===== src/hw/slse_pkg.sv =====
// constants and types shared by the lane scrambler encoder
package slse_pkg;
	localparam int SAMPLE_W = 12;
	localparam int RAW_W = 14;
	localparam int LFSR_W = 17;
	localparam int FRAME_W = 16;
	localparam int CLK_BIT = 14;
	localparam int DISP_BIT = 15;
	localparam int SEQ_FRAMES = 32;
	localparam int FIFO_DEPTH = 32;
	localparam logic [16:0] LFSR_SEED = 17'h1FFFF;
	localparam logic [15:0] COMMA_A = 16'hFF00;
	localparam logic [15:0] COMMA_B = 16'h00FF;
	localparam logic signed [6:0] DISP_LIMIT = 7'sd15;
	localparam logic [5:0] SEQ_LAST = 6'h1F;
	localparam logic [5:0] CNT_ZERO = 6'h00;
	localparam logic [1:0] CFG_SEL_BIT1 = 2'h1;
	localparam logic [1:0] CFG_SEL_BIT2 = 2'h2;
	localparam logic [1:0] CFG_SEL_ONE = 2'h3;

	typedef enum logic [1:0] {
		SLSE_ST_IDLE  = 2'b00,
		SLSE_ST_COMMA = 2'b01,
		SLSE_ST_SEED  = 2'b11,
		SLSE_ST_DATA  = 2'b10
	} slse_state_type;
endpackage : slse_pkg


===== src/hw/slse_fifo_if.sv =====
// valid and ready link between sample source and encoder
`timescale 1ns/1ps
`default_nettype none
interface slse_fifo_if #(parameter int WIDTH = 14);
	logic             valid;
	logic             ready;
	logic [WIDTH-1:0] data;
	modport src  (output valid, output data, input ready);
	modport sink (input valid, input data, output ready);
endinterface : slse_fifo_if
`default_nettype wire


===== src/hw/slse_encoder.sv =====
// one serial lane: raw word build, scramble, clock bit, disparity, sync
// Notes on behaviour
// - raw word is 12-bit sample plus two control bits chosen by config
// - additive scrambling with x^17+x^3+1, fourteen steps per frame
// - next bits 0..2 take old 14..16; bit i is old i-3 xor old i
// - raw word xored with the 14 low generator bits
// - clock bit appended and inverted every coded frame; alignment frames leave it alone
// - frame is 14 data bits, clock bit and disparity bit
// - within +/-15 running disparity: send as is, disparity bit clear
// - beyond +/-15: invert fifteen bits, set disparity bit
// - running disparity kept per lane, updated with frame actually sent
// - sync pulse in sync mode starts two-step sequence
// - step one: 32 frames alternating FF00 and 00FF, no processing
// - step two: 32 generator frames with disparity, then data
// - generator reset on each sync pulse in sync mode
// - disparity bit is frame bit 15; set means others inverted
// - in trigger mode pulses do not start link sync
`timescale 1ns/1ps
`default_nettype none
module slse_encoder #(
	parameter logic [16:0] SEED = slse_pkg::LFSR_SEED,
	parameter int          FIFO_DEPTH = slse_pkg::FIFO_DEPTH
) (
	// clock and reset
	input  wire logic        I_SYS_CLK,
	input  wire logic        I_SYS_RST,
	// sample input stream
	input  wire logic        I_SAMPLE_VALID,
	input  wire logic [11:0] I_SAMPLE,
	output logic             O_SAMPLE_READY,
	// lane pair control bit configuration
	input  wire logic [1:0]  I_LANE_PAIR_CONFIG_FIRST,
	input  wire logic [1:0]  I_LANE_PAIR_CONFIG_SECOND,
	input  wire logic        I_AUX_CONTROL_BIT_FIRST,
	input  wire logic        I_AUX_CONTROL_BIT_SECOND,
	// sync control
	input  wire logic        I_SYNC_MODE,
	input  wire logic        I_SYNC_TRIGGER_PULSE,
	// frame clock enable and output
	input  wire logic        I_FRAME_EN,
	output logic [15:0]      O_FRAME,
	output logic             O_FRAME_VALID,
	output logic             O_SYNC_BUSY
);
	localparam int RW = slse_pkg::RAW_W;

	// select one control bit source from a two-bit config field
	function automatic logic sel_cb(input logic [1:0] cfg, input logic aux);
		case (cfg)
			slse_pkg::CFG_SEL_BIT1: sel_cb = aux;
			slse_pkg::CFG_SEL_BIT2: sel_cb = ~aux;
			slse_pkg::CFG_SEL_ONE:  sel_cb = 1'b1;
			default:                sel_cb = 1'b0;
		endcase
	endfunction : sel_cb

	// signed ones minus zeros over fifteen bits
	function automatic logic signed [6:0] disp15(input logic [14:0] w);
		logic signed [6:0] acc;
		acc = -7'sd15;
		for (int k = 0; k < 15; k++) acc = acc + (w[k] ? 7'sd2 : 7'sd0);
		return acc;
	endfunction : disp15

	// fourteen-step advance of the generator
	function automatic logic [16:0] lfsr_next(input logic [16:0] s);
		logic [16:0] n;
		n[2:0] = s[16:14];
		for (int k = 3; k < 17; k++) n[k] = s[k-3] ^ s[k];
		return n;
	endfunction : lfsr_next

	slse_fifo_if #(.WIDTH(RW)) fq ();

	wire cb_one = sel_cb(I_LANE_PAIR_CONFIG_FIRST, I_AUX_CONTROL_BIT_FIRST);
	wire cb_two = sel_cb(I_LANE_PAIR_CONFIG_SECOND, I_AUX_CONTROL_BIT_SECOND);
	// control bits sit above the sample
	wire [RW-1:0] raw_in = {cb_two, cb_one, I_SAMPLE};

	slse_fifo #(.WIDTH(RW), .DEPTH(FIFO_DEPTH)) u_fifo (
		.i_clk   (I_SYS_CLK),
		.i_rst   (I_SYS_RST),
		.i_valid (I_SAMPLE_VALID),
		.i_data  (raw_in),
		.o_ready (O_SAMPLE_READY),
		.rd      (fq.src)
	);

	slse_pkg::slse_state_type state;
	slse_pkg::slse_state_type next_state;
	logic [16:0]        lfsr;
	logic [5:0]         seq_cnt;
	logic               clk_bit;
	logic signed [6:0]  run_disp;

	// trigger mode blocks sync
	wire sync_start = I_SYNC_TRIGGER_PULSE && I_SYNC_MODE;
	wire seq_end    = (seq_cnt == slse_pkg::SEQ_LAST);
	// data frames wait for a sample; underflow sends nothing
	wire in_data    = (state == slse_pkg::SLSE_ST_DATA);
	wire take       = I_FRAME_EN && !sync_start && in_data && fq.valid;
	assign fq.ready = take;

	wire [RW-1:0] scr   = fq.data ^ lfsr[RW-1:0];
	// seeding frames carry generator bits and the clock bit
	wire [RW-1:0] word  = (state == slse_pkg::SLSE_ST_SEED) ? lfsr[RW-1:0]
		: scr;
	wire [14:0]   pre   = {clk_bit, word};
	wire signed [6:0] d_pre = disp15(pre);
	wire signed [6:0] sum_pre = run_disp + d_pre;
	wire          flip  = (sum_pre > slse_pkg::DISP_LIMIT) ||
		(sum_pre < -slse_pkg::DISP_LIMIT);
	wire [14:0]   sent  = flip ? ~pre : pre;
	wire [15:0]   enc   = {flip, sent};
	wire [15:0]   comma = seq_cnt[0] ? slse_pkg::COMMA_B : slse_pkg::COMMA_A;
	wire          step  = I_FRAME_EN && !sync_start;
	wire          emit_coded = step &&
		((state == slse_pkg::SLSE_ST_SEED) || take);

	always_comb begin
		next_state = state;
		case (state)
			slse_pkg::SLSE_ST_IDLE:  next_state = state;
			slse_pkg::SLSE_ST_COMMA:
				if (step && seq_end) next_state = slse_pkg::SLSE_ST_SEED;
			slse_pkg::SLSE_ST_SEED:
				if (step && seq_end) next_state = slse_pkg::SLSE_ST_DATA;
			slse_pkg::SLSE_ST_DATA:  next_state = state;
			default:                 next_state = slse_pkg::SLSE_ST_IDLE;
		endcase
		if (sync_start) next_state = slse_pkg::SLSE_ST_COMMA;
	end

	always_ff @(posedge I_SYS_CLK) begin
		if (I_SYS_RST) begin
			state   <= slse_pkg::SLSE_ST_IDLE;
			seq_cnt <= slse_pkg::CNT_ZERO;
		end else begin
			state <= next_state;
			if (sync_start) seq_cnt <= slse_pkg::CNT_ZERO;
			else if (step && state != slse_pkg::SLSE_ST_DATA)
				seq_cnt <= seq_end ? slse_pkg::CNT_ZERO
					: seq_cnt + 6'h01;
		end
	end

	// generator held during commas so step two opens on the seed
	always_ff @(posedge I_SYS_CLK) begin
		if (I_SYS_RST) lfsr <= SEED;
		else if (sync_start) lfsr <= SEED;
		else if (emit_coded) lfsr <= lfsr_next(lfsr);
	end

	always_ff @(posedge I_SYS_CLK) begin
		if (I_SYS_RST || sync_start) begin
			clk_bit  <= 1'b0;
			run_disp <= '0;
		end else if (emit_coded) begin
			clk_bit  <= ~clk_bit;
			run_disp <= flip ? run_disp - d_pre : sum_pre;
		end
	end

	always_ff @(posedge I_SYS_CLK) begin
		if (I_SYS_RST) begin
			O_FRAME       <= 16'h0000;
			O_FRAME_VALID <= 1'b0;
		end else begin
			O_FRAME_VALID <= 1'b0;
			if (step && state == slse_pkg::SLSE_ST_COMMA) begin
				O_FRAME       <= comma;
				O_FRAME_VALID <= 1'b1;
			end else if (emit_coded) begin
				O_FRAME       <= enc;
				O_FRAME_VALID <= 1'b1;
			end
		end
	end

	assign O_SYNC_BUSY = (state == slse_pkg::SLSE_ST_COMMA) ||
		(state == slse_pkg::SLSE_ST_SEED);

	// helper counters below only watch the sequence; nothing reads them
	// back into the datapath, so they cost nothing in a real build
	localparam logic [6:0] SEQ_LEN = 7'(slse_pkg::SEQ_FRAMES);
	logic [6:0] comma_seen;
	logic [6:0] seed_seen;
	wire        comma_frame = step && (state == slse_pkg::SLSE_ST_COMMA);
	wire        seed_frame  = step && (state == slse_pkg::SLSE_ST_SEED);
	wire        empty_step  = step && in_data && !fq.valid;

	always_ff @(posedge I_SYS_CLK) begin
		if (I_SYS_RST || sync_start) begin
			comma_seen <= '0;
			seed_seen  <= '0;
		end else begin
			if (comma_frame) comma_seen <= comma_seen + 7'h01;
			if (seed_frame) seed_seen <= seed_seen + 7'h01;
		end
	end
endmodule : slse_encoder
`default_nettype wire


===== src/hw/slse_fifo.sv =====
// synchronous FIFO with valid and ready on both sides
`timescale 1ns/1ps
`default_nettype none
module slse_fifo #(
	parameter int WIDTH = 14,
	parameter int DEPTH = 32
) (
	// clock and reset
	input  wire logic             i_clk,
	input  wire logic             i_rst,
	// write side
	input  wire logic             i_valid,
	input  wire logic [WIDTH-1:0] i_data,
	output logic                  o_ready,
	// read side
	slse_fifo_if.src              rd
);
	localparam int AW = $clog2(DEPTH);
	logic [WIDTH-1:0] mem [DEPTH];
	logic [AW-1:0]    wr_ptr;
	logic [AW-1:0]    rd_ptr;
	logic [AW:0]      count;
	wire              do_wr = i_valid && o_ready;
	wire              do_rd = rd.valid && rd.ready;

	assign o_ready  = (count != (AW+1)'(DEPTH));
	assign rd.valid = (count != '0);
	assign rd.data  = mem[rd_ptr];

	always_ff @(posedge i_clk) begin
		if (do_wr) mem[wr_ptr] <= i_data;
	end

	always_ff @(posedge i_clk) begin
		if (i_rst) begin
			wr_ptr <= '0;
			rd_ptr <= '0;
			count  <= '0;
		end else begin
			if (do_wr) wr_ptr <= AW'((wr_ptr + 1'b1) % DEPTH);
			if (do_rd) rd_ptr <= AW'((rd_ptr + 1'b1) % DEPTH);
			count <= count + (AW+1)'(do_wr) - (AW+1)'(do_rd);
		end
	end
endmodule : slse_fifo
`default_nettype wire


===== config.mk =====
export PLATFORM = sky130hd
export DESIGN_NAME = slse_encoder
export DESIGN_NICKNAME = d
export VERILOG_FILES = /design/src/hw/slse_pkg.sv /design/src/hw/slse_fifo_if.sv /design/src/hw/slse_encoder.sv /design/src/hw/slse_fifo.sv
export SDC_FILE = /design/constraint.sdc
export NUM_CORES = 1
export LEC_CHECK = 0
export BUFFER_PORTS_ARGS = -buffer_cell sky130_fd_sc_hd__buf_2
export CORE_MARGIN = 3
export CORE_UTILIZATION = 45
export CTS_CLUSTER_DIAMETER = 30
export DETAILED_ROUTE_END_ITERATION = 7
export PLACE_DENSITY = 0.63
export SYNTH_ARGS = -nofsm -noshare
export SYNTH_HDL_FRONTEND = slang
export SYNTH_HIERARCHICAL = 1
export SYNTH_SLANG_ARGS = --single-unit

===== constraint.sdc =====
create_clock -name I_SYS_CLK -period 15.74 [get_ports I_SYS_CLK]
set_input_delay 0 -clock I_SYS_CLK [delete_from_list [all_inputs] [get_ports I_SYS_CLK]]
set_output_delay 0 -clock I_SYS_CLK [all_outputs]
set_load 0.02 [all_outputs]

# Word-level counts from Yosys, hierarchy flattened
# Memory sizes are Yosys's and may differ from the RTL's. A register that Yosys moved wholly into a read port is not among the register bits.
# Cells that the tools add are included.
op_classes:
  addsub: 22
  n_lt_le_gt_ge: 2
  eq_ne: 17
  n_mux: 34
  bitwise_logic: 20
  n_reduce_logical: 22
ops:
  columns: ["operator", "n"]
  rows:
  - ["7-bit by 3-bit adder with 7-bit output", 13]
  - ["16-bit 2-to-1 mux", 3]
  - ["2-bit 2-to-1 mux", 17]
  - ["15-bit 2-to-1 mux", 1]
  - ["15-bit NOT", 1]
  - ["14-bit 2-to-1 mux", 1]
  - ["1-bit bitwise XOR", 14]
  - ["14-bit bitwise XOR", 1]
  - ["2-bit == test, second input constant", 6]
  - ["5-bit by 1-bit adder with 5-bit output, second input constant", 2]
  - ["1-bit logical AND", 10]
  - ["5-bit 2-to-1 mux", 2]
  - ["6-bit by 3-bit adder with 7-bit output", 1]
  - ["7-bit adder", 1]
  - ["7-bit by 5-bit > comparator with 1-bit output, second input constant", 1]
  - ["7-bit by 5-bit less-than comparator with 1-bit output, second input constant", 1]
  - ["7-bit 2-to-1 mux", 1]
  - ["7-bit subtractor", 1]
  - ["5-bit by 3-bit adder with 6-bit output, first input constant", 1]
  - ["6-bit by 1-bit adder with 6-bit output", 1]
  - ["6-bit by 1-bit adder with 6-bit output, second input constant", 1]
  - ["2-bit by 1-bit == test with 1-bit output, second input constant", 3]
  - ["6-bit by 5-bit == test with 1-bit output, second input constant", 1]
  - ["6-bit 2-to-1 mux", 1]
  - ["other kinds (16)", 32]
totals:
  ff_bits: 66
  ramBits: 448
  out_inout_bits: 19
  elab_cells: 129
  mem_count: 1
mem_list:
  columns: ["memory", "depth", "width", "read_ports", "rd_ports_with_merged_regs", "write_ports", "line_no", "source"]
  rows:
  - ["u_fifo.mem", 32, 14, 1, 1, 1, "slse_fifo.sv:19", "logic [WIDTH-1:0] mem [DEPTH];"]

# Depth between registers and ports, before layout
# Gate-level depths: netlist of run 1.
logic_depth:
  depth_word: 24
  mapped_depth: 33

# Modules after synthesis
# The synthesis of run 1 kept the hierarchy.
by_module_without_submodules:
  columns: ["mod", "instances", "cells_each", "area_per_inst_um2", "seq_area_each_um2"]
  rows:
  - ["slse_fifo", 1, 956, 18317.6, 13873.3]
  - ["slse_encoder", 1, 393, 3293.2, 1001.0]

# Worst setup path after synthesis of run 1
# Ideal clock, no wire load.
synth_path:
  path_type: "reg-to-reg"
  from: "register with a tool-made name"
  to: "register O_FRAME[3]"
  arrival_ps: 7064
  path_slack_ps: 8549
  stages_incl_launch_ff: 31
  synth_period_minus_slack_ps: 7191
  cell_sequence: "dfxtp_1 -> clkbuf_1 -> clkbuf_1 -> mux4_2 -> a22o_1 -> a221oi_1 -> nand3_1 -> nand2_1 -> xor2_1 -> fa_1 -> inv_1 -> ha_1 -> fa_1 -> fa_1 -> fa_1 -> inv_1 -> fa_1 -> inv_1 -> a21oi_1 -> o21bai_1 -> xnor2_1 -> ha_1 -> nor3b_1 -> a2111oi_0 -> o211ai_1 -> o311a_1 -> mux2_4 -> buf_6 -> xnor2_1 -> a221oi_1 -> nor2_1"
synth_rtl:
  columns: ["element", "line_no", "source"]
  rows:
  - ["end signal, assigned", "slse_encoder.sv:171", "O_FRAME <= comma;"]
  - ["end signal, assigned", "slse_encoder.sv:174", "O_FRAME <= enc;"]
  - ["end, declared", "slse_encoder.sv:41", "output logic [15:0] O_FRAME,"]

==> metrics.md, run 1 <==
| Metric | Value |
|---|---|
| Detailed Place HPWL | `between 20 and 30 mm` |
| #FFs+latches synth | `~520` |
| GRT overflow | `0` |
| Clk sinks | `519` |
| DRC errors left | `0` |
| Largest net degree at the start of global routing | `53` |
| Max clock buf depth | `3` |
| Top cell type's share of synthesized area | `0.6225` |
| Fraction of synthesized area in multiplexers | `0.1134` |
| Relative slew slack | `0.2550` |
| Fin util | `0.5634` |
| Main combinational cell family by area after synthesis | `multiplexers` |
| CTS Buf Count | `105` |
| Post-route ant nets | `0` |
| # rows | `just under 80` |
| Area added between synthesis and finish | `22.39%` |
| Max Cap Violations | `0` |
| Clk_lat worst skew | `between 600 and 700 ps` |
| Final hold vios | `0` |
| I/O Pins | `43` |
| Share of layout cells above drive strength 1 | `0.2247` |
| PortBufs | `between 40 and 50` |
| DRT iter0 DRCs | `988` |
| Slowest Stage Delay on Critical Path | `approximately 860 ps` |
| Slowest stage cell, crit path | `dfxtp_4` |
| Vias in the first global route | `12,360` |
| Cell area power density | `~190 nW/µm²` |
| Crit Path Max Fanout | `between 50 and 60` |
| Fin crit share | `0.5797` |
| Status | `completed` |
| Slew @ Worst Pin | `roughly 1100 ps` |
| Pre-CTS setup slack | `about 6600 ps` |
| CP required | `roughly 16,000 ps` |
| Part of the Yosys area used for sequential elements | `0.6883` |
| Pre-Repair DR Iteration Count | `5` |
| Avg WL per Cell | `~23 µm` |
| Average cell area after synthesis | `between 15 and 20 µm²` |
| Mapped Area | `approximately 22,000 µm²` |
| Max Slew Vio Count | `0` |
| Final setup margin | `approximately 6600 ps` |
| Post-CTS Resized | `0` |
| Simple-gate area share of the yosys netlist | `0.05506` |
| Max Freq | `0.1096 GHz` |
| Final setup fails | `0` |
| Worst-path clk slew | `around 50 ps` |
| First-pass GRT wire length | `approximately 74 mm` |
| Primary FF master, synth | `edfxtp_1` |
| Total track usage | `0.1962` |
| Root Driver | `clkbuf_16` |
| Synth area leaders | `edfxtp_1 62%, dfxtp_1 6.6%, mux4_2 5.8%` |
| Fin nets | `about 1,500` |
| Worst EP arrival | `~9600 ps` |
| Cell repeated most along the worst path | `fa_1` |
| Fraction of the mapped netlist area in adder cells | `0.03462` |
| Worst Clk Skew | `~18 ps` |
| Initial Util | `0.4603` |
| Die Ht | `roughly 230 µm` |
| Setup_tns | `0 ps` |
| Commonest non-fill, non-tap cell in the layout | `edfxtp_1` |
| Synth Area in Compound Gates | `0.06253` |
| Synth warn | `6` |
| Most frequent cells in the layout | `448 x edfxtp_1, 114 x mux2i_1, 107 x clkbuf_16, 69 x dfxtp_1` |
| Peak VDD IR | `between 0.3 and 0.4 mV` |
| Fraction of registers with async set/reset | `0` |
| Die ar. | `~51,000 µm²` |
| Fin crit period | `9124 ps` |
| Core ar. | `~47,000 µm²` |
| Synth Area in XOR/XNOR | `0.02229` |
| Fill count | `about 3,600` |
| Vias per cell | `about 5.6` |
| Static Leak | `8.953 nW` |
| Min-delay worst type | `in -> reg` |
| RSZ-0062 raised after global routing | `no` |
| Final WL | `between 40 and 50 mm` |
| Critical Path End Type | `flip-flop` |
| Yosys cell types | `59` |
| Cell taking the most area after synthesis | `edfxtp_1` |
| Die X | `225.1 µm` |
| Routability cong. | `between 0.7 and 0.8` |
| CTS tree | `yes` |
| Critical path type | `reg -> reg` |
| CP Launch Type | `flip-flop` |
| DR vias | `roughly 12,000` |
| Cells after synthesis | `between 1,000 and 1,500` |
| Initial antenna violation count | `1` |
| H-tree levels | `3` |
| Number of flops mapped to enable cells by yosys | `~450` |
## path summary, 6_finish.rpt
path | from | end | slack [ps] | depth (start not counted)
setup / recovery | flip-flop | O_FRAME[4] | 6620 | 29
hold / removal | I_LANE_PAIR_CONFIG_FIRST[1] | u_fifo/mem[17][12] | 240 | 2
setup reg to reg | flip-flop | O_FRAME[4] | 6620 | 29
hold reg to reg | O_FRAME[7] | O_FRAME[7] | 470 | 2
## repair_timing
action                                 4_1_cts  5_1_grt
hold buffers                                20        0
setup endpoints to repair                    0        0
buffers inserted                             0        0
endpoints found under the hold margin      445        0
## stage by stage
stage               cell area, µm²  power, mW  instances  hold WS [ps]
floorplan                    21610      2.667       1350         69.07
global placement             22480      2.833       1951         327.1
detailed placement           22480      2.875       1951         333.7
CTS                          26450      5.183       2169         231.3
global route                 26450      5.396       2169         264.4
finish                       26450      5.139       2171         235.1
## worst max-delay path: cells and delay by family, from the launching register on
family / cells / cell delay [ps]
flip-flops: 1 / 860
XOR/XNOR: 3 / 620
buffers and inverters: 5 / 1540
AO/OA/AOI/OAI: 7 / 1500
adder cells (fa/ha/maj): 7 / 3010
multiplexers: 2 / 690
AND/OR/NAND/NOR: 5 / 590
## synth_stat cells (all sizes together) (7+ instances only)
cell    number
edfxtp     448
mux2i      114
nor2        78
dfxtp       71
a22oi       56
mux4        56
nand3       55
nand2       46
inv         45
a21oi       39
ha          39
buf         35
clkbuf      34
xnor2       33
o21ai       31
xor2        22
a221oi      18
and3        17
a22o        14
fa          13
o22ai        7
## registers in the layout, summed over array words and instances (netlist names), named ones only
name           count
u_fifo/rd_ptr      5
state              2
u_fifo/wr_ptr      5
run_disp           7
u_fifo/mem       448
O_FRAME           16
seq_cnt            6
u_fifo/count       6
lfsr              17
clk_bit            1
O_FRAME_VALID      1
## layer usage
metal  part of all wire  vias to the layer above  track usage
met1               0.43                     6268       0.2692
met2               0.50                      348       0.3210
met3              0.052                       71      0.03895
li1                   -                     5515            -
met5                  0                        -            0
met4              0.018                        0      0.05822
## layout make-up
class,count,area [µm²],area share
antenna,2,5.005,0.0001892
clock buffer,121,2750,0.1040
clock inverter,77,1012,0.03827
inverter,45,168.9,0.006386
multi-input combinational,717,6305,0.2384
sequential,519,14880,0.5626
tap,607,759.5,0.02871
timing repair buffer,83,568.0,0.02148
## power breakdown
group	leakage, nW	internal (mW)	switching, mW
sequential	4.61	1.53	0.0119
combinational	2.56	0.564	0.749
clock	1.78	1.54	0.742
total	8.95	3.64	1.50
## cells by family (layout without fill, tap and decap cells)
group           after synthesis  after routing
xor+xnor                     55             55
mux                         174            174
fa+ha+maj                    52             52
flops                       519            519
other cells                   1              4
buf+inv                     114            326
compound gates              189            189
simple gates                245            245
Power figures use the tool's default switching activity.
==> run 2: changes to the inputs <==
clock period = 9.2 ns   (was 15.74 ns; I/O delays follow)
==> run 2 against run 1 <==
Critical path type unchanged; core utilization barely moved; cell count up 0.41%; combinational power increased by 73%; critical endpoint is now run_disp[3]; largest power group unchanged; first-iteration DRC count shrank 8.6%.
==> metrics.md, run 2 (synthesis gave the netlist of run 1 again) <==
| Metric | Value |
|---|---|
| Final setup fails | `0` |
| Largest net degree at the start of global routing | `66` |
| Clk_lat worst skew | `between 600 and 700 ps` |
| Slowest Stage Delay on Critical Path | `810 ps` |
| Final WL | `48.81 mm` |
| Final setup margin | `a little over 600 ps` |
| Die X | `approximately 230 µm` |
| Avg WL per Cell | `22.39 µm` |
| DRC errors left | `0` |
| Area added between synthesis and finish | `22.35%` |
| Hold Path Depth | `2` |
| Cell repeated most along the worst path | `fa_1` |
| Detailed Place HPWL | `28.91 mm` |
| PortBufs | `42` |
| Peak VDD IR | `about 0.5 mV` |
| Vias per cell | `roughly 5.6` |
| Root Driver | `clkbuf_16` |
| CP Launch Type | `flip-flop` |
| DRT iter0 DRCs | `903` |
| Final Non-Filler Cells | `about 2,200` |
| Initial Util | `0.4603` |
| Pre-CTS setup slack | `approximately 570 ps` |
| H-tree levels | `3` |
| RSZ-0062 raised after global routing | `no` |
| Fin crit share | `0.9322` |
| Worst Clk Skew | `approximately 25 ps` |
| # rows | `79` |
| Max Cap Violations | `0` |
| Die Ht | `around 230 µm` |
| Static Leak | `between 9 and 10 nW` |
| Min-delay worst type | `in -> reg` |
| DR vias | `12,140` |
| Hold WS | `~240 ps` |
| Slew @ Worst Pin | `1076 ps` |
| Slowest stage cell, crit path | `nor2b_2` |
| Fin crit period | `approximately 8600 ps` |
| Commonest non-fill, non-tap cell in the layout | `edfxtp_1` |
| Largest Register | `u_fifo/mem` |
| CTS tree | `yes` |
| Worst EP arrival | `9120 ps` |
| CP required | `~10000 ps` |
| Critical path type | `reg -> reg` |
| CTS Buf Count | `104` |
| Core ar. | `46,950 µm²` |
| Die ar. | `50,690 µm²` |
| Cell area power density | `330.3 nW/µm²` |
| Max reg flops | `around 450` |
| Vias in the first global route | `12,380` |
| Fin nets | `between 1,500 and 2,000` |
| Initial antenna violation count | `0` |
| Max Freq | `0.1166 GHz` |
| Max Slew Vio Count | `0` |
| Post-route ant nets | `0` |
| Most frequent cells in the layout | `448 x edfxtp_1, 114 x mux2i_1, 104 x clkbuf_16, 69 x dfxtp_1, 62 x nor2_1` |
| Worst-path clk slew | `roughly 50 ps` |
| Total track usage | `0.1971` |
| Setup_tns | `0 ps` |
| Critical Path End Type | `flip-flop` |
| Largest registers | `u_fifo/mem x448, lfsr x17, O_FRAME x16` |
| Clk sinks | `519` |
| Relative slew slack | `0.2818` |
| Routability cong. | `~0.77` |
| Antenna diode count | `0` |
| First-pass GRT wire length | `between 70 and 80 mm` |
| Max clock buf depth | `3` |
| Pre-Repair DR Iteration Count | `5` |
| Status | `completed` |
| GRT overflow | `0` |
| Share of layout cells above drive strength 1 | `0.2212` |
| Worst r2r path cells | `27` |
| Final hold vios | `0` |
| I/O Pins | `43` |
| Crit Path Max Fanout | `33` |
| Post-placement cell count | `between 1,500 and 2,000` |
[run 2: final cells by class]
| type | instances | area (µm²) |
|---|---|---|
| clock inverters | 80 | 1012 |
| multi-input cells | 717 | 6282 |
| fillers | 3545 | 20510 |
| well taps | 607 | 759.5 |
| clock buffers | 113 | 2636 |
| flip-flops and latches | 519 | 14880 |
| repair buffers | 99 | 700.7 |
| inverters | 45 | 168.9 |
[run 2: critical path: cells and delay by family, from the launching register on]
kind	cells	cell delay, ps
compound gates	6	1200
xor+xnor	3	510
fa+ha+maj	7	3140
buf+inv	3	510
flops	1	780
mux	2	780
simple gates	6	1560
[run 2: stage by stage]
stage / utilization / instance area (µm²) / power (mW)
6_report: 0.5632 / 26440 / 8.734
5_1_grt: 0.5632 / 26440 / 9.175
4_1_cts: 0.5632 / 26440 / 8.813
3_5_place_dp: 0.4812 / 22590 / 4.957
3_3_place_gp: 0.4812 / 22590 / 4.903
2_1_floorplan: - / 21610 / 4.563
[run 2: what timing repair did]
item	CTS	global route
hold buffers	20	0
gates resized for setup	0	0
buffers inserted	0	0
hold endpoints to repair	435	0
[run 2: worst paths after layout]
check	startpoint	end	slack, ps
worst max-delay path	flip-flop	run_disp[3]	620
worst min-delay path	I_LANE_PAIR_CONFIG_FIRST[1]	u_fifo/mem[4][12]	240
worst max register to register	flip-flop	run_disp[3]	620
worst min register to register	O_FRAME[2]	O_FRAME[2]	460
[run 2: metal layers]
metal / up-vias / global-route usage / wire [µm]
met5: - / 0 / 0
met4: 0 / 0.05699 / 992
li1: 5519 / - / -
met3: 64 / 0.04364 / 2695
met1: 6222 / 0.2685 / 21160
met2: 339 / 0.3222 / 23960
[run 2: power breakdown]
part | leakage (nW) | switching, mW | internal, mW | total [mW]
Sequential | 4.61 | 0.0206 | 2.62 | 2.64
Combinational | 2.65 | 1.30 | 0.966 | 2.27
Clock | 1.75 | 1.20 | 2.63 | 3.83
Total | 9.01 | 2.53 | 6.21 | 8.73
==> run 3: changes to the inputs <==
--- a/config.mk
+++ b/config.mk
@@ -6,4 +6,5 @@
 export NUM_CORES = 1
 export LEC_CHECK = 0
+export ABC_AREA = 1
 export BUFFER_PORTS_ARGS = -buffer_cell sky130_fd_sc_hd__buf_2
 export CORE_MARGIN = 3
==> constraint.sdc (replaced) <==
create_clock -name I_SYS_CLK -period 9.2 [get_ports I_SYS_CLK]
set_input_delay 0 -clock I_SYS_CLK [delete_from_list [all_inputs] [get_ports I_SYS_CLK]]
set_output_delay 0 -clock I_SYS_CLK [all_outputs]
set_load 0.1 [all_outputs]
==> run 3 against run 2 <==
Die area up 6.5%; cell count grew 40%; fmax rose by 8.0%; critical path type unchanged; area after synthesis is 6.7% higher; critical path depth up 3; power increased by 0.79%; clock power about the same; sequential share of layout area fell by 2.4 points; first-iteration DRC count rose by 83%; worst setup slack gained 640 ps; combinational power rose by 3%; sequential cell count did not move.
==> metrics.md, run 3 <==
| Metric | Value |
|---|---|
| Fin crit period | `a little under 8000 ps` |
| Net load switching power | `between 2 and 3 mW` |
| First-pass GRT wire length | `~90 mm` |
| Max Freq | `0.1259 GHz` |
| Commonest non-fill, non-tap cell in the layout | `nand2_1` |
| DR vias | `about 16,000` |
| Worst EP arrival | `~8400 ps` |
| Die X | `around 230 µm` |
| Relative slew slack | `0.3141` |
| Final setup fails | `0` |
| Power Total | `8.802 mW` |
| PortBufs | `between 40 and 50` |
| Yosys cell types | `44` |
| Final WL | `between 50 and 60 mm` |
| Hold WS | `between 200 and 300 ps` |
| Cell taking the most area after synthesis | `edfxtp_1` |
| Fin nets | `between 2,000 and 2,500` |
| CP Launch Type | `flip-flop` |
| Synth area leaders | `edfxtp_1 58%, nand2_1 12%, nand3_1 9.1%` |
| Seq pwr share | `0.299` |
| Clk_lat worst skew | `640 ps` |
| Detailed Place HPWL | `33.90 mm` |
| Primary FF master, synth | `edfxtp_1` |
| Internal power | `between 5 and 6 mW` |
| Mapped Area | `between 20,000 and 25,000 µm²` |
| Peak VDD IR | `about 0.27 mV` |
| Clock Power Share | `0.436` |
| Main combinational cell family by area after synthesis | `simple AND/OR/NAND/NOR gates` |
| Post CTS Setup Buffer Count | `0` |
| I/O Pins | `43` |
| # rows | `82` |
| Initial Util | `0.4578` |
| Top cell type's share of synthesized area | `0.5833` |
| Core ar. | `about 50,000 µm²` |
| Worst Clk Skew | `between 30 and 40 ps` |
| Share of layout cells above drive strength 1 | `0.1302` |
| Setup_tns | `0 ps` |
| Count leader, synth | `nand2_1` |
| Synth warn | `6` |
| Final hold vios | `0` |
| Largest registers | `u_fifo/mem x448, lfsr x17, O_FRAME x16` |
| Slowest Stage Delay on Critical Path | `between 700 and 800 ps` |
| Crit Path Max Fanout | `70` |
| Slowest stage cell, crit path | `inv_4` |
| Synth Area in XOR/XNOR | `0.008735` |
| Vias per cell | `~5.3` |
| Status | `completed` |
| Pre-Repair DR Iteration Count | `5` |
| Post-route ant nets | `0` |
| Area added between synthesis and finish | `19.77%` |
| Largest net degree at the start of global routing | `100` |
| Clk sinks | `519` |
| GRT overflow | `0` |
| Fraction of registers with async set/reset | `0` |
| Most frequent cells in the layout | `744 x nand2_1, 448 x edfxtp_1, 420 x nand3_1, 107 x clkbuf_16, 104 x inv_1` |
| Initial antenna violation count | `1` |
| Max Slew Vio Count | `0` |
| Fin crit share | `0.8631` |
| Avg WL per Cell | `roughly 19 µm` |
| Vias in the first global route | `roughly 16,000` |
| DRC errors left | `0` |
| Max clock buf depth | `3` |
| Critical Path End Type | `flip-flop` |
| CP required | `9690 ps` |
| Root Driver | `clkbuf_16` |
| Post-CTS Resized | `0` |
| CTS tree | `yes` |
| Part of the Yosys area used for sequential elements | `0.6450` |
| Die ar. | `between 50,000 and 60,000 µm²` |
| Simple-gate area share of the yosys netlist | `0.2397` |
| Critical path type | `reg -> reg` |
| #FFs+latches synth | `slightly above 500` |
| Cell area power density | `318.7 nW/µm²` |
| Worst-path clk slew | `50 ps` |
| Static Leak | `approximately 11 nW` |
| Slew @ Worst Pin | `1028 ps` |
| CTS Buf Count | `roughly 110` |
| Top post-synthesis cells by count | `744 x nand2_1, 448 x edfxtp_1, 420 x nand3_1` |
| H-tree levels | `3` |
| Cells after synthesis | `about 2,200` |
| RSZ-0062 raised after global routing | `no` |
| Max reg flops | `~450` |
| Total track usage | `0.2194` |
| Min-delay worst type | `in -> reg` |
| Cell repeated most along the worst path | `nand2_1` |
| # hold bufs at CTS | `18` |
| Average cell area after synthesis | `about 10 µm²` |
| Switch share | `0.3247` |
| DRT iter0 DRCs | `~1,700` |
| Comb pwr share | `0.265` |
| Die Ht | `232.4 µm` |
| Largest Register | `u_fifo/mem` |
| Antenna diode count | `0` |
| Synth Area in Compound Gates | `0.02393` |
| Fraction of synthesized area in multiplexers | `0.0009766` |
| Fraction of the mapped netlist area in adder cells | `0.03244` |
| Routability cong. | `around 0.84` |
| Number of flops mapped to enable cells by yosys | `448` |
| Max Cap Violations | `0` |
==> run 3: cell type report <==
type	instances	area [µm²]
Fill cell	4194	22750
Sequential cell	519	14880
Inverter	112	427.9
Clock buffer	121	2730
Clock inverter	76	927.1
Timing Repair Buffer	102	730.7
Tap cell	672	840.8
Multi-Input combinational cell	1458	7082
==> run 3: metal layers <==
metal	GRT usage	vias up	share of wire
met5	0	-	0
met4	0.09198	0	0.030
met3	0.03844	128	0.065
met2	0.3622	598	0.48
met1	0.2870	7903	0.42
li1	-	7737	-
==> run 3: cell families (layout without fill, tap and decap cells) <==
family / Yosys count / after routing
AOI/OAI and AO/OA: 102 / 102
other: 1 / 2
and+or+nand+nor: 1277 / 1277
xor gates and xnor gates: 23 / 23
muxes: 2 / 2
buffers and inverters: 224 / 411
DFF: 519 / 519
adders and majority gates: 52 / 52
==> run 3: stage by stage <==
stage	utilization	setup WS [ps]	instance area (µm²)	cells
global route	0.5483	781.6	27620	3060
floorplan	-	2992	23070	2201
global placement	0.4721	1519	23780	2845
CTS	0.5483	1299	27620	3060
finish	0.5483	1259	27620	3060
detailed placement	0.4721	1322	23780	2845
==> run 3: worst paths after layout <==
check	slack, ps	depth (start not counted)	from	end
worst min-delay path	250	3	I_SYS_RST	u_fifo/count[1]
worst max register to register	1260	30	flip-flop	O_FRAME[10]
worst min register to register	470	2	O_FRAME[6]	O_FRAME[6]
worst max-delay path	1260	30	flip-flop	O_FRAME[10]
==> run 3: critical path, delay by kind of cell, from the launching register on <==
kind	cells	cell delay [ps]
DFF	1	490
adders and majority gates	7	3190
AOI/OAI and AO/OA	3	990
xor gates and xnor gates	2	360
buffers and inverters	6	1400
and+or+nand+nor	12	1270
==> run 3: power by group through the flow <==
stage	combinational, mW	clock (mW)	sequential, mW
after floorplan	1.88	0	2.74
after global placement	2.23	0	2.67
after detailed placement	2.29	0	2.67
after CTS	2.31	3.88	2.63
after global routing	2.60	4.01	2.63
final	2.33	3.84	2.63
